$ cat config.mk
export PLATFORM = sky130hd
export DESIGN_NAME = air_codec_top
export DESIGN_NICKNAME = d
export VERILOG_FILES = /design/src/logic/air_codec_pkg.sv /design/src/logic/air_codec_top.sv /design/src/logic/tx_bit_coder.sv
export VERILOG_INCLUDE_DIRS = /design/src /design/src/logic
export SDC_FILE = /design/constraint.sdc
export NUM_CORES = 1
export LEC_CHECK = 0
export BUFFER_PORTS_ARGS = -buffer_cell sky130_fd_sc_hd__buf_2
export CORE_ASPECT_RATIO = 0.6
export CORE_UTILIZATION = 42
export DETAILED_ROUTE_END_ITERATION = 7
export GPL_TIMING_DRIVEN = 0
export PLACE_DENSITY = 0.74
export SLEW_MARGIN = 25
export SYNTH_ARGS = -nofsm -noshare
export SYNTH_HDL_FRONTEND = slang
export SYNTH_SLANG_ARGS = --single-unit
export TNS_END_PERCENT = 30
$ cat constraint.sdc
create_clock -name REF_CLK -period 2.9 [get_ports REF_CLK]
set_input_delay 0 -clock REF_CLK [delete_from_list [all_inputs] [get_ports REF_CLK]]
set_output_delay 0 -clock REF_CLK [all_outputs]
set_load 0.01 [all_outputs]
$ cat src/logic/air_codec_defines.svh
`ifndef AIR_CODEC_DEFINES_SVH
`define AIR_CODEC_DEFINES_SVH
// ==========================================
// Bit lengths in carrier periods
`define BITLEN_2K        7'h40
`define BITLEN_4K        7'h20
`define BITLEN_8K        7'h10
// ==========================================
// Reader coding limits in carrier periods
`define GAP_MIN          6'h04
`define GAP_MAX          6'h0A
`define ZERO_ONE_SPLIT   6'h18
`define EOF_LEN          6'h24
`define CNT_MAX          6'h3F
// ==========================================
// Tag-first stream pages
`define STREAM_P4        6'h04
`define STREAM_P5        6'h05
`define STREAM_P7        6'h07
// ==========================================
// Field codes
`define MEMSZ_32         2'h0
`define MEMSZ_256        2'h1
`define MEMSZ_2048       2'h2
`define PAGE_SEL_OFF     2'h0
`define PAGE_SEL_4_5     2'h1
`define PAGE_SEL_4_7     2'h2
`define PAGE_SEL_4       2'h3
`define RATE_SEL_4K      2'h0
`define RATE_SEL_8K      2'h1
`define RATE_SEL_2K      2'h2
`define RATE_SEL_2K_RACE 2'h3
`define IDREQ_AC_2K      2'h0
`define IDREQ_AC_4K      2'h1
`define IDREQ_MC_4K      2'h2
`define IDREQ_MC_8K      2'h3
`define SPARE_ZERO       6'h00
`endif

$ cat src/logic/air_codec_pkg.sv
`include "air_codec_defines.svh"
package air_codec_pkg;
  typedef enum logic [1:0] {CODE_AC, CODE_MC, CODE_BC} coding_e;
  typedef enum logic [1:0] {RATE_2K, RATE_4K, RATE_8K} rate_e;
  typedef enum logic [1:0] {
    ST_INIT, ST_CHALLENGE, ST_SELECTED, ST_TAG_FIRST
  } tag_state_e;
  typedef struct packed {
    logic       auth;
    logic       tag_first_coding_sel;
    logic [1:0] tag_first_rate_sel;
    logic [1:0] tag_first_page_sel;
    logic       config_lock;
    logic       secret_lock;
  } mode_lock_s;
  typedef struct packed {
    logic [5:0] spare_bits;
    logic [1:0] memory_size_field;
  } mem_type_s;
  typedef struct packed {
    logic valid;
    logic value;
    logic eof;
    logic err;
  } rx_sym_s;
  typedef struct packed {
    coding_e coding;
    rate_e   rate;
  } tx_cfg_s;

  // Bit length in carrier periods for a rate
  function automatic logic [6:0] bit_len(input rate_e r);
    case (r)
      RATE_2K: bit_len = `BITLEN_2K;
      RATE_8K: bit_len = `BITLEN_8K;
      default: bit_len = `BITLEN_4K;
    endcase
  endfunction
endpackage

$ cat src/logic/air_codec_top.sv
`timescale 1ns/100ps
`include "air_codec_defines.svh"
module air_codec_top #(
  parameter logic [1:0] MEM_SIZE = `MEMSZ_2048  // Memory size code
) (
  input  wire logic       REF_CLK,        // System clock
  input  wire logic       RSTN,           // Async reset, low
  input  wire logic       CARRIER_IN,     // Carrier from antenna
  input  wire logic       FIELD_IN,       // Field present level
  output      logic       MOD_ON,         // Load modulator drive
  input  wire logic [7:0] NV_MODE_BYTE,   // Stored mode/lock byte
  input  wire logic [7:0] NV_PAGE_LOCK,   // Stored page-lock byte
  input  wire logic       CFG_WR,         // Config write strobe
  input  wire logic       CFG_SEL_PAGE,   // 1 page-lock, 0 mode byte
  input  wire logic [7:0] CFG_WDATA,      // Config write data
  output      logic       NV_WR_EN,       // Granted store write
  output      logic       NV_WR_SEL,      // Byte being stored
  output      logic [7:0] NV_WR_DATA,     // Value being stored
  output      logic [7:0] MEM_TYPE_BYTE,  // Memory-type byte
  output      logic [7:0] MODE_BYTE,      // Active mode/lock byte
  input  wire logic       IDREQ_VALID,    // Id request received
  input  wire logic [1:0] IDREQ_VARIANT,  // Id request variant
  input  wire logic       SELECT_MATCH,   // Select with own id
  input  wire logic       AUTH_OK,        // Challenge passed
  output      logic       SELECTED,       // Tag selected
  output      logic       TAG_FIRST,      // Tag-first streaming
  output      logic [5:0] STREAM_FIRST,   // First streamed page
  output      logic [5:0] STREAM_LAST,    // Last streamed page
  output      logic       RACE_STD,       // Racing variant on
  output      logic       SECRET_WR_OK,   // Secret pages writable
  output      logic       SECRET_RD_OK,   // Secret pages readable
  input  wire logic       TX_VALID,       // Reply bit offered
  input  wire logic       TX_BIT,         // Reply bit value
  output      logic       TX_READY,       // Reply bit taken
  output      logic       RX_VALID,       // Received bit pulse
  output      logic       RX_BIT,         // Received bit value
  output      logic       RX_EOF,         // End of frame pulse
  output      logic       RX_ERR          // Gap length error pulse
);
  logic                      car_s1_ff;
  logic                      car_s2_ff;
  logic                      car_d_ff;
  logic                      fld_s1_ff;
  logic                      fld_s2_ff;
  logic                      fld_d_ff;
  logic                      tick;
  logic                      gap_fall;
  logic                      gap_rise;
  logic                      eof_hit;
  logic [5:0]                gap_cnt_ff;
  logic [5:0]                hi_cnt_ff;
  logic [5:0]                ivl_cnt_ff;
  logic                      in_frame_ff;
  air_codec_pkg::rx_sym_s    rx_ff;
  logic                      load_ff;
  air_codec_pkg::mode_lock_s mode_ff;
  air_codec_pkg::mode_lock_s nv_mode;
  air_codec_pkg::mode_lock_s wr_mode;
  air_codec_pkg::mem_type_s  mem_type_ff;
  logic                      wr_en_ff;
  logic                      wr_sel_ff;
  logic [7:0]                wr_data_ff;
  air_codec_pkg::tag_state_e state_ff;
  air_codec_pkg::coding_e    id_code_ff;
  air_codec_pkg::rate_e      id_rate_ff;
  air_codec_pkg::tx_cfg_s    tx_cfg;
  logic [5:0]                last_page;
  // Tag-first rate field decode
  function automatic air_codec_pkg::rate_e tf_rate(input logic [1:0] s);
    case (s)
      `RATE_SEL_8K: tf_rate = air_codec_pkg::RATE_8K;
      `RATE_SEL_4K: tf_rate = air_codec_pkg::RATE_4K;
      default:      tf_rate = air_codec_pkg::RATE_2K;
    endcase
  endfunction
  // ==========================================
  // Pin synchronisers
  always_ff @(posedge REF_CLK or negedge RSTN) begin
    if (!RSTN) begin
      car_s1_ff <= 1'h0;
      car_s2_ff <= 1'h0;
      car_d_ff  <= 1'h0;
      fld_s1_ff <= 1'h1;
      fld_s2_ff <= 1'h1;
      fld_d_ff  <= 1'h1;
    end else begin
      car_s1_ff <= CARRIER_IN;
      car_s2_ff <= car_s1_ff;
      car_d_ff  <= car_s2_ff;
      fld_s1_ff <= FIELD_IN;
      fld_s2_ff <= fld_s1_ff;
      fld_d_ff  <= fld_s2_ff;
    end
  end
  // Carrier edge and field edges; off field is low
  assign tick     = car_s2_ff & ~car_d_ff;
  assign gap_fall = fld_d_ff & ~fld_s2_ff;
  assign gap_rise = ~fld_d_ff & fld_s2_ff;
  assign eof_hit  = in_frame_ff && fld_s2_ff && tick &&
                    hi_cnt_ff == `EOF_LEN;
  // ==========================================
  // Receiver: carrier-period counters
  always_ff @(posedge REF_CLK or negedge RSTN) begin
    if (!RSTN) begin
      gap_cnt_ff <= 6'h00;
      hi_cnt_ff  <= 6'h00;
      ivl_cnt_ff <= 6'h00;
    end else begin
      if (gap_fall) begin
        gap_cnt_ff <= tick ? 6'h01 : 6'h00;
      end else if (!fld_s2_ff && tick && gap_cnt_ff != `CNT_MAX) begin
        gap_cnt_ff <= 6'(gap_cnt_ff + 6'h01);
      end
      if (gap_rise) begin
        hi_cnt_ff <= 6'h00;
      end else if (fld_s2_ff && tick && hi_cnt_ff != `CNT_MAX) begin
        hi_cnt_ff <= 6'(hi_cnt_ff + 6'h01);
      end
      if (gap_fall) begin
        ivl_cnt_ff <= 6'h00;
      end else if (tick && ivl_cnt_ff != `CNT_MAX) begin
        ivl_cnt_ff <= 6'(ivl_cnt_ff + 6'h01);
      end
    end
  end
  // Frame open from first gap until end of frame
  always_ff @(posedge REF_CLK or negedge RSTN) begin
    if (!RSTN) begin
      in_frame_ff <= 1'h0;
    end else if (gap_fall) begin
      in_frame_ff <= 1'h1;
    end else if (eof_hit) begin
      in_frame_ff <= 1'h0;
    end
  end
  // Symbol decisions at each gap after the one that opens the frame
  always_ff @(posedge REF_CLK or negedge RSTN) begin
    if (!RSTN) begin
      rx_ff <= '0;
    end else begin
      rx_ff.valid <= gap_fall && in_frame_ff;
      rx_ff.value <= ivl_cnt_ff > `ZERO_ONE_SPLIT;
      rx_ff.eof   <= eof_hit;
      rx_ff.err   <= gap_rise && (gap_cnt_ff < `GAP_MIN ||
                                  gap_cnt_ff > `GAP_MAX);
    end
  end
  assign RX_VALID = rx_ff.valid;
  assign RX_BIT   = rx_ff.value;
  assign RX_EOF   = rx_ff.eof;
  assign RX_ERR   = rx_ff.err;
  // ==========================================
  // Configuration load after reset release
  assign nv_mode = air_codec_pkg::mode_lock_s'(NV_MODE_BYTE);
  always_ff @(posedge REF_CLK or negedge RSTN) begin
    if (!RSTN) begin
      load_ff     <= 1'h1;
      mode_ff     <= '0;
      mem_type_ff <= '0;
    end else if (load_ff) begin
      load_ff     <= 1'h0;
      mode_ff     <= nv_mode;
      mem_type_ff <= {`SPARE_ZERO, MEM_SIZE};
    end
  end
  assign MODE_BYTE     = mode_ff;
  assign MEM_TYPE_BYTE = mem_type_ff;
  // Lock bit stays set once stored
  always_comb begin
    wr_mode             = air_codec_pkg::mode_lock_s'(CFG_WDATA);
    wr_mode.config_lock = wr_mode.config_lock | nv_mode.config_lock;
  end
  // Mode-byte writes refused under the active lock; page-lock writes always granted, set bits kept while the lock is active
  always_ff @(posedge REF_CLK or negedge RSTN) begin
    if (!RSTN) begin
      wr_en_ff   <= 1'h0;
      wr_sel_ff  <= 1'h0;
      wr_data_ff <= 8'h00;
    end else begin
      wr_en_ff  <= CFG_WR && (CFG_SEL_PAGE || !mode_ff.config_lock);
      wr_sel_ff <= CFG_SEL_PAGE;
      if (!CFG_SEL_PAGE) begin
        wr_data_ff <= wr_mode;
      end else if (mode_ff.config_lock) begin
        wr_data_ff <= NV_PAGE_LOCK | CFG_WDATA;
      end else begin
        wr_data_ff <= CFG_WDATA;
      end
    end
  end
  assign NV_WR_EN   = wr_en_ff;
  assign NV_WR_SEL  = wr_sel_ff;
  assign NV_WR_DATA = wr_data_ff;
  // Secret page access
  assign SECRET_WR_OK = !mode_ff.secret_lock;
  assign SECRET_RD_OK = !(mode_ff.secret_lock && mode_ff.auth);
  // ==========================================
  // Tag state
  always_ff @(posedge REF_CLK or negedge RSTN) begin
    if (!RSTN) begin
      state_ff <= air_codec_pkg::ST_INIT;
    end else if (load_ff) begin
      state_ff <= (nv_mode.tag_first_page_sel == `PAGE_SEL_OFF) ?
                  air_codec_pkg::ST_INIT :
                  air_codec_pkg::ST_TAG_FIRST;
    end else begin
      case (state_ff)
        air_codec_pkg::ST_TAG_FIRST: begin
          if (IDREQ_VALID) begin
            state_ff <= air_codec_pkg::ST_INIT;
          end
        end
        air_codec_pkg::ST_INIT: begin
          if (SELECT_MATCH) begin
            state_ff <= mode_ff.auth ? air_codec_pkg::ST_CHALLENGE :
                        air_codec_pkg::ST_SELECTED;
          end
        end
        air_codec_pkg::ST_CHALLENGE: begin
          if (AUTH_OK) begin
            state_ff <= air_codec_pkg::ST_SELECTED;
          end
        end
        air_codec_pkg::ST_SELECTED: state_ff <= air_codec_pkg::ST_SELECTED;
        default: state_ff <= air_codec_pkg::ST_INIT;
      endcase
    end
  end
  // Reply coding and rate from the id request
  always_ff @(posedge REF_CLK or negedge RSTN) begin
    if (!RSTN) begin
      id_code_ff <= air_codec_pkg::CODE_AC;
      id_rate_ff <= air_codec_pkg::RATE_2K;
    end else if (IDREQ_VALID) begin
      id_code_ff <= (IDREQ_VARIANT == `IDREQ_AC_2K ||
                     IDREQ_VARIANT == `IDREQ_AC_4K) ?
                    air_codec_pkg::CODE_AC :
                    air_codec_pkg::CODE_MC;
      id_rate_ff <= (IDREQ_VARIANT == `IDREQ_AC_2K) ? air_codec_pkg::RATE_2K :
                    (IDREQ_VARIANT == `IDREQ_MC_8K) ? air_codec_pkg::RATE_8K :
                    air_codec_pkg::RATE_4K;
    end
  end
  // Coder setting per state
  always_comb begin
    tx_cfg.coding = air_codec_pkg::CODE_MC;
    tx_cfg.rate   = id_rate_ff;
    case (state_ff)
      air_codec_pkg::ST_TAG_FIRST: begin
        tx_cfg.coding = mode_ff.tag_first_coding_sel ?
                        air_codec_pkg::CODE_BC :
                        air_codec_pkg::CODE_MC;
        tx_cfg.rate   = tf_rate(mode_ff.tag_first_rate_sel);
      end
      air_codec_pkg::ST_INIT: tx_cfg.coding = id_code_ff;
      default: begin
        if (id_rate_ff == air_codec_pkg::RATE_2K) begin
          tx_cfg.rate = air_codec_pkg::RATE_4K;
        end
      end
    endcase
  end
  // Last streamed page
  always_comb begin
    case (mode_ff.tag_first_page_sel)
      `PAGE_SEL_4_5: last_page = `STREAM_P5;
      `PAGE_SEL_4_7: last_page = `STREAM_P7;
      default:       last_page = `STREAM_P4;
    endcase
  end
  assign SELECTED     = state_ff == air_codec_pkg::ST_SELECTED;
  assign TAG_FIRST    = state_ff == air_codec_pkg::ST_TAG_FIRST;
  assign STREAM_FIRST = `STREAM_P4;
  assign STREAM_LAST  = last_page;
  assign RACE_STD     = mode_ff.tag_first_rate_sel == `RATE_SEL_2K_RACE;
  // ==========================================
  // Reply coder
  tx_bit_coder u_coder (
    .clk       (REF_CLK),
    .rst_n     (RSTN),
    .tick      (tick),
    .cfg       (tx_cfg),
    .bit_valid (TX_VALID),
    .bit_value (TX_BIT),
    .bit_ready (TX_READY),
    .mod_on    (MOD_ON)
  );
  // ==========================================
  // Checks
  a_cfg_lock_refuse: assert property (
    @(posedge REF_CLK) disable iff (!RSTN)
    CFG_WR && !CFG_SEL_PAGE && mode_ff.config_lock |=> !NV_WR_EN)
    else $error("locked mode byte written");
  a_page_otp_keep: assert property (
    @(posedge REF_CLK) disable iff (!RSTN)
    CFG_WR && CFG_SEL_PAGE && mode_ff.config_lock
    |=> (NV_WR_DATA & $past(NV_PAGE_LOCK)) == $past(NV_PAGE_LOCK))
    else $error("page lock bit cleared");
  a_cfg_hold: assert property (
    @(posedge REF_CLK) disable iff (!RSTN)
    !load_ff |=> $stable(mode_ff))
    else $error("config changed before reset");
  a_auth_select: assert property (
    @(posedge REF_CLK) disable iff (!RSTN)
    !load_ff && state_ff == air_codec_pkg::ST_INIT && SELECT_MATCH &&
    mode_ff.auth |=> state_ff == air_codec_pkg::ST_CHALLENGE)
    else $error("secure select skipped challenge");
  a_tf_rate: assert property (
    @(posedge REF_CLK) disable iff (!RSTN)
    TAG_FIRST && mode_ff.tag_first_rate_sel == `RATE_SEL_8K
    |-> tx_cfg.rate == air_codec_pkg::RATE_8K)
    else $error("tag-first rate wrong");
  a_rx_zero: assert property (
    @(posedge REF_CLK) disable iff (!RSTN)
    rx_ff.valid && !rx_ff.value |-> $past(ivl_cnt_ff) <= `ZERO_ONE_SPLIT)
    else $error("long interval taken as zero");
  a_eof_len: assert property (
    @(posedge REF_CLK) disable iff (!RSTN)
    rx_ff.eof |-> $past(hi_cnt_ff) == `EOF_LEN && !in_frame_ff)
    else $error("end of frame at wrong length");
  a_mem_spare: assert property (
    @(posedge REF_CLK) disable iff (!RSTN)
    !load_ff |-> MEM_TYPE_BYTE[7:2] == `SPARE_ZERO)
    else $error("spare memory-type bits set");
endmodule

$ cat src/logic/tx_bit_coder.sv
`timescale 1ns/100ps
`include "air_codec_defines.svh"
module tx_bit_coder (
  input  wire logic                   clk,       // System clock
  input  wire logic                   rst_n,     // Async reset, low
  input  wire logic                   tick,      // One carrier period
  input  wire air_codec_pkg::tx_cfg_s cfg,       // Coding and rate
  input  wire logic                   bit_valid, // Bit offered
  input  wire logic                   bit_value, // Bit to send
  output      logic                   bit_ready, // Coder idle
  output      logic                   mod_on     // Load modulator drive
);
  logic                   busy_ff;
  logic [6:0]             cnt_ff;
  logic                   bit_ff;
  logic                   lvl_ff;
  logic                   mod_ff;
  air_codec_pkg::tx_cfg_s cfg_ff;
  logic [6:0]             len;
  logic [6:0]             half;
  logic [6:0]             qtr;
  logic [6:0]             tq;
  logic                   q_odd;
  logic                   take;
  logic                   nxt_mod;

  // ==========================================
  // Bit geometry
  assign len       = air_codec_pkg::bit_len(cfg_ff.rate);
  assign half      = len >> 1;
  assign qtr       = len >> 2;
  assign tq        = 7'(half + qtr);
  assign q_odd     = (cnt_ff >= qtr && cnt_ff < half) || cnt_ff >= tq;
  assign take      = bit_valid && !busy_ff;
  assign bit_ready = !busy_ff;
  assign mod_on    = mod_ff;

  // Bit framing counted in carrier periods
  always_ff @(posedge clk or negedge rst_n) begin
    if (!rst_n) begin
      busy_ff <= 1'h0;
      cnt_ff  <= 7'h00;
      bit_ff  <= 1'h0;
      cfg_ff  <= '0;
    end else if (take) begin
      busy_ff <= 1'h1;
      cnt_ff  <= 7'h00;
      bit_ff  <= bit_value;
      cfg_ff  <= cfg;
    end else if (busy_ff && tick) begin
      if (cnt_ff == 7'(len - 7'h01)) begin
        busy_ff <= 1'h0;
      end
      cnt_ff <= 7'(cnt_ff + 7'h01);
    end
  end

  // Biphase line level flips at each bit start
  always_ff @(posedge clk or negedge rst_n) begin
    if (!rst_n) begin
      lvl_ff <= 1'h0;
    end else if (take) begin
      lvl_ff <= ~lvl_ff;
    end
  end

  // Coded level for the current position
  always_comb begin
    nxt_mod = 1'h0;
    if (busy_ff) begin
      case (cfg_ff.coding)
        air_codec_pkg::CODE_AC: nxt_mod = bit_ff ^ q_odd;
        air_codec_pkg::CODE_MC: nxt_mod = bit_ff ^ (cnt_ff >= half);
        air_codec_pkg::CODE_BC: nxt_mod = lvl_ff ^ (!bit_ff && cnt_ff >= half);
        default:                nxt_mod = 1'h0;
      endcase
    end
  end

  // High level loads the field
  always_ff @(posedge clk or negedge rst_n) begin
    if (!rst_n) begin
      mod_ff <= 1'h0;
    end else begin
      mod_ff <= nxt_mod;
    end
  end

  // ==========================================
  // Checks
  a_mod_idle_low: assert property (
    @(posedge clk) disable iff (!rst_n)
    !busy_ff && !take |=> ##1 !mod_on)
    else $error("modulator on while idle");
  a_bit_length: assert property (
    @(posedge clk) disable iff (!rst_n)
    busy_ff && tick && cnt_ff == 7'(len - 7'h01)
    |=> !busy_ff && cnt_ff == $past(len))
    else $error("bit length wrong");
  a_bp_toggle: assert property (
    @(posedge clk) disable iff (!rst_n)
    take |=> lvl_ff != $past(lvl_ff))
    else $error("biphase start did not toggle");
endmodule

# After elaboration in Yosys (flattened, before gate mapping)
# Cells that the tools add are included.
# op_classes
eq_ne	20
mux	35
add_sub_neg	6
magnitude_cmp	7
reduce_logical	41
bitwise_logic	12
# ops
cell	n
$mux W6	6
$mux W2	10
$add A6 B1 Y6 const B	3
$ne A6 B6 Y1 const B	3
$logic_and A1 B1 Y1	16
$mux W8	2
$pmux W2 S2	4
$eq A2 B2 Y1 const B	7
$logic_not A2 Y1	7
$mux W7	2
$pmux W7 S2	1
$reduce_bool A2 Y1	6
$eq A2 B1 Y1 const B	5
$mux W1	8
$or A8 B8 Y8	1
$pmux W2 S4	1
$add A6 B5 Y7	1
$add A7 B1 Y7 const B	1
$eq A7 B7 Y1	1
$ge A7 B5 Y1	1
$ge A7 B6 Y1	1
$ge A7 B7 Y1	1
$lt A7 B6 Y1	1
$sub A7 B1 Y7 const B	1
15 further kinds	31
# totals
reg_bits	70
in_bits	37
output_inout_bits	49
wordCells	156

# Logic depth before layout (Yosys ltp)
# logic_depth
depth_word	8
depth_mapped	9
ltp_nobuf	9

# Cells and area by module
# A second synthesis with hierarchy kept.
# hier_totals
hier_cells	382
area_unflattened_um2	3736.1
# by_module_without_submodules
module	cells_each	instances	area_each_um2	seq_area_each_um2
air_codec_top	266	1	2702.6	1356.3
tx_bit_coder	116	1	1033.5	375.4

# Worst setup path before layout
# Ideal clock, no wire load.
# synth_timing
path_type	reg2reg
startpoint	reg u_coder.cfg_ff[0] in the netlist's numbering
endpoint	reg u_coder.mod_ff, in the netlist u_coder.mod_on
t_arrival_ns	2.193
setup_slack_ns	0.583
path_buffers	0
t_required_ns	2.776
path_stages_with_launch	10
synth_period_minus_slack_ns	2.317
setup_time_ns	0.124
path_cell_list	dfrtp_1 -> nor2_1 -> inv_1 -> ha_1 -> or3_1 -> a311o_1 -> a31o_1 -> o311ai_2 -> o311ai_1 -> o31a_1
# synth_via
elab_chain_cells	8
elab_cells_between_ends	16
classes_between	add/sub: 1; order compare: 4; eq/ne: 1; mux: 3; bitwise: 3; reduce/logical: 4
# synth_rtl
element	line	rtl
from (decl)	tx_bit_coder.sv:18	air_codec_pkg::tx_cfg_s cfg_ff;
from (signal assigned)	tx_bit_coder.sv:49	cfg_ff <= cfg;
$eq A2 B2 Y1 or $logic_not A2 Y1 (tied branches)	air_codec_pkg.sv:33	case (r)
$pmux W7 S2 (*)	air_codec_pkg.sv:33	
$add A6 B5 Y7 (tied with other cells)	tx_bit_coder.sv:32	assign tq = 7'(half + qtr);
$ge A7 B7 Y1 or $logic_and A1 B1 Y1 (tied branches)	tx_bit_coder.sv:33	assign q_odd = (cnt_ff >= qtr && cnt_ff < half) || cnt_ff >= tq;
$logic_or A1 B1 Y1	tx_bit_coder.sv:33	
$xor A1 B1 Y1	tx_bit_coder.sv:72	air_codec_pkg::CODE_AC: nxt_mod = bit_ff ^ q_odd;
$pmux W1 S3 (*)	tx_bit_coder.sv:71	case (cfg_ff.coding)
$mux W1 (*)	tx_bit_coder.sv:70	if (busy_ff) begin
named net u_coder.nxt_mod	tx_bit_coder.sv:25	logic nxt_mod;
to (signal assigned)	tx_bit_coder.sv:85	mod_ff <= nxt_mod;
to (decl)	tx_bit_coder.sv:17	logic mod_ff;
# Mark *: on every way through the listed nets, which the timed path passes. The rest lies on a longest branch.
# A chain may end at the register's enable or synchronous reset.

# Worst setup path after layout
# Same ends and word-level chain as after synthesis.

==> reports/results.tsv <==
metric	value	unit
worst hold endpoint	id_code_ff[0]	
slowest library cell on the worst path	dfrtp_1	
WP data arrival	2860	ps
RSZ-0062 raised after global routing	no	
Avg Cell Area, Syn	10.3	um^2
initial antenna violation count	0	
WL/cell	13.5	um
Comb power frac	25.0	%
largest net degree at the start of global routing	49	
mapped cell area	3490	um^2
Final Cycle Share	91.2	%
post-cts sizing count	0	
WP data required	3110	ps
Rows	25	
area fraction of the dominant cell type after synthesis	46.6	%
vias in the first global route	2851	
Die X	120	um
synth cell count leaders	dfrtp_1, nand2_1, nor2_1	
CP Cell Sequence	nor2_1 -> inv_1 -> ha_1 -> or3_1 -> a311o_1 -> a31o_1 -> o311ai_2 -> o311ai_1 -> o31a_1	
register area share after synthesis	49.6	%
CTS tree	built	
Crit Path Category	flop to flop	
I/O Buffers	68	
Power, Total	3.04	mW
hold depth	3	
CTS Buf Count	9	
Post-Syn Instances	338	
PwrDens	651	nW/um^2
Reg2Reg Depth	9	
Seq pwr share	39.9	%
flops & latches, synth	69	
CP Launch Type	flop	
Buf+Inv Stages, Crit Path	1	
ANT cells	0	
synthesis-to-finish area growth	33.8	%
first-pass GRT wire length	13400	um
HP Class	primary input to flop	
Max-cap violations	0	
Crit path max-delay family	compound AO/OA/AOI/OAI gates	
die height	72.6	um
Detailed Route Iter0 Violations	170	
switching share of power	30.8	%
gr ovfl total	0	
Post-CTS Setup Bufs	0	
layout cells sized above 1	24.6	%
Hold Path Origin	IDREQ_VARIANT[0]	
final-report setup violation count	0	
CP Max Fanout	5	
top_reg_cell synth	dfrtp_1	
Worst Tran Pin Value	940	ps
Setup TNS	0	ps
shortest period the worst path allows	2650	ps
overall die area	8700	um^2
Slew Limit Fails	0	
GP Congestion	0.931	
WL final	7820	um
unique cell type count in the Yosys netlist	50	
FMAX	378	MHz
Hold WS	51.2	ps
Int Power	2.11	mW
CTS Hold Bufs	32	
Worst slew margin	36.9	%
Clock Skews	6.18	ps
Finished Cell Area	4670	um^2
Final HPWL DP	5130	um
number of flops mapped to enable cells by yosys	0	
# clock sinks	69	
Detail Route Antenna Nets	0	
Hold Fails Final Rpt	0	
vias	2818	
leakage	2.32	nW
Reg-to-Reg Start	u_coder.cfg_ff[0]	
vias per inst	4.87	
# IOs	86	
Nets	529	
core area	7980	um^2
synth top area cells	dfrtp_1, ha_1, buf_4	
post-place instance area	4060	um^2
clock power share	35.2	%
Initial Utilization	43.8	%
Clock Tree Buf Depth	2	
GRT Total Usage	20.0	%
clock slew at reported path FFs	50	ps
R2R Setup Slk	250	ps
Setup crit end kind	flop	
RR Endpoint	u_coder.mod_on	
DRC violations left	0	
number of synthesis warnings	0	
# fillers	631	
Net Sw Power	0.936	mW
DRT Pass-1 Iters	5	
Crit path largest cell delay	410	ps
leading area contributor after synthesis	dfrtp_1	
clk root buf	clkbuf_16	
Worst-Skew Late Latency	330	ps
Async SR Flop Fraction	100	%
WP depth	9	
peak supply drop	382	uV
most common cell in the synthesized netlist	dfrtp_1	
H-tree levels	3	
status	finished, final reports clean	
==> worst max path at each step <==
| stage | start | endpoint | slack, ps |
|---|---|---|---|
| finish | u_coder.cfg_ff[0] | u_coder.mod_on | 250 |
| detailed placement | u_coder.cfg_ff[0] | u_coder.mod_on | 330 |
| global placement | u_coder.cfg_ff[0] | u_coder.mod_on | 360 |
| global route | u_coder.cfg_ff[0] | u_coder.mod_on | 180 |
| CTS | u_coder.cfg_ff[0] | u_coder.mod_on | 320 |
| floorplan | u_coder.cfg_ff[0] | u_coder.mod_on | 580 |
==> worst reg2reg max path, delay by kind of cell (launching register included) <==
kind            cells  cell delay (ps)
compound gates      5             1130
simple gates        2              650
flops               1              410
fa+ha+maj           1              230
buf+inv             1              110
==> cells in the final DEF, fill, tap and decap left out, types with 8 or more instances in the layout <==
master	count
inv_1	27
dlygate4sd3_1	32
nand2_1	28
conb_1	19
buf_2	67
nor2_1	28
xor2_1	11
ha_1	25
buf_4	18
o21ai_0	17
mux2_2	8
a21oi_1	8
nand3_1	12
clkbuf_16	9
nand4_1	8
dfrtp_1	65
a21o_1	8
==> metal layers <==
| layer | vias up | track usage [%] | share of wire, % |
|---|---|---|---|
| met5 | - | 0 | 0 |
| met4 | 0 | 6.94 | 1.5 |
| met3 | 12 | 6.48 | 6.5 |
| met2 | 105 | 31.8 | 45 |
| met1 | 1318 | 26.0 | 47 |
| li1 | 1383 | - | - |
==> area by class of cell <==
| type | instances | area, um^2 | share of cell area (%) |
|---|---|---|---|
| sequential | 69 | 1730 | 37.1 |
| multi-input combinational | 237 | 1580 | 33.8 |
| timing repair buffer | 101 | 691 | 14.8 |
| clock buffer | 10 | 229 | 4.90 |
| buffer | 22 | 146 | 3.13 |
| tap | 108 | 135 | 2.89 |
| inverter | 27 | 101 | 2.17 |
| clock inverter | 5 | 61.3 | 1.31 |
==> cells by family after synthesis <==
family / Yosys count / share of synthesized area [%]
other: 2 / 0.215
muxes: 12 / 3.73
and+or+nand+nor: 108 / 15.2
DFF: 69 / 49.6
adders and majority gates: 25 / 8.95
buffers and inverters: 49 / 7.09
AOI/OAI and AO/OA: 55 / 10.8
xor gates and xnor gates: 18 / 4.51
==> flip-flops by register name (all words and copies together) (netlist names), 2 cells and up <==
signal and count:
u_coder.cfg_ff 4, MODE_BYTE 8, hi_cnt_ff 6, state_ff 2, NV_WR_DATA 8, gap_cnt_ff 6, ivl_cnt_ff 6, id_rate_ff 2
u_coder.cnt_ff 7
==> power by group through the flow <==
stage               logic [mW]  clock network (mW)  registers, mW
detailed placement       0.702                   0           1.22
global route             0.853                1.14           1.23
floorplan                0.491                   0           1.20
CTS                      0.745                1.09           1.21
finish                   0.760                1.07           1.21
global placement         0.662                   0           1.22
==> through the flow <==
stage	setup WS [ps]	util, %	std cells
final	254	58.6	579
after global routing	180	58.6	579
after CTS	322	58.6	579
after detailed placement	335	50.9	532
after global placement	362	50.6	531
after floorplan	583	-	355
No activity file was read; power rests on OpenSTA's default activity.
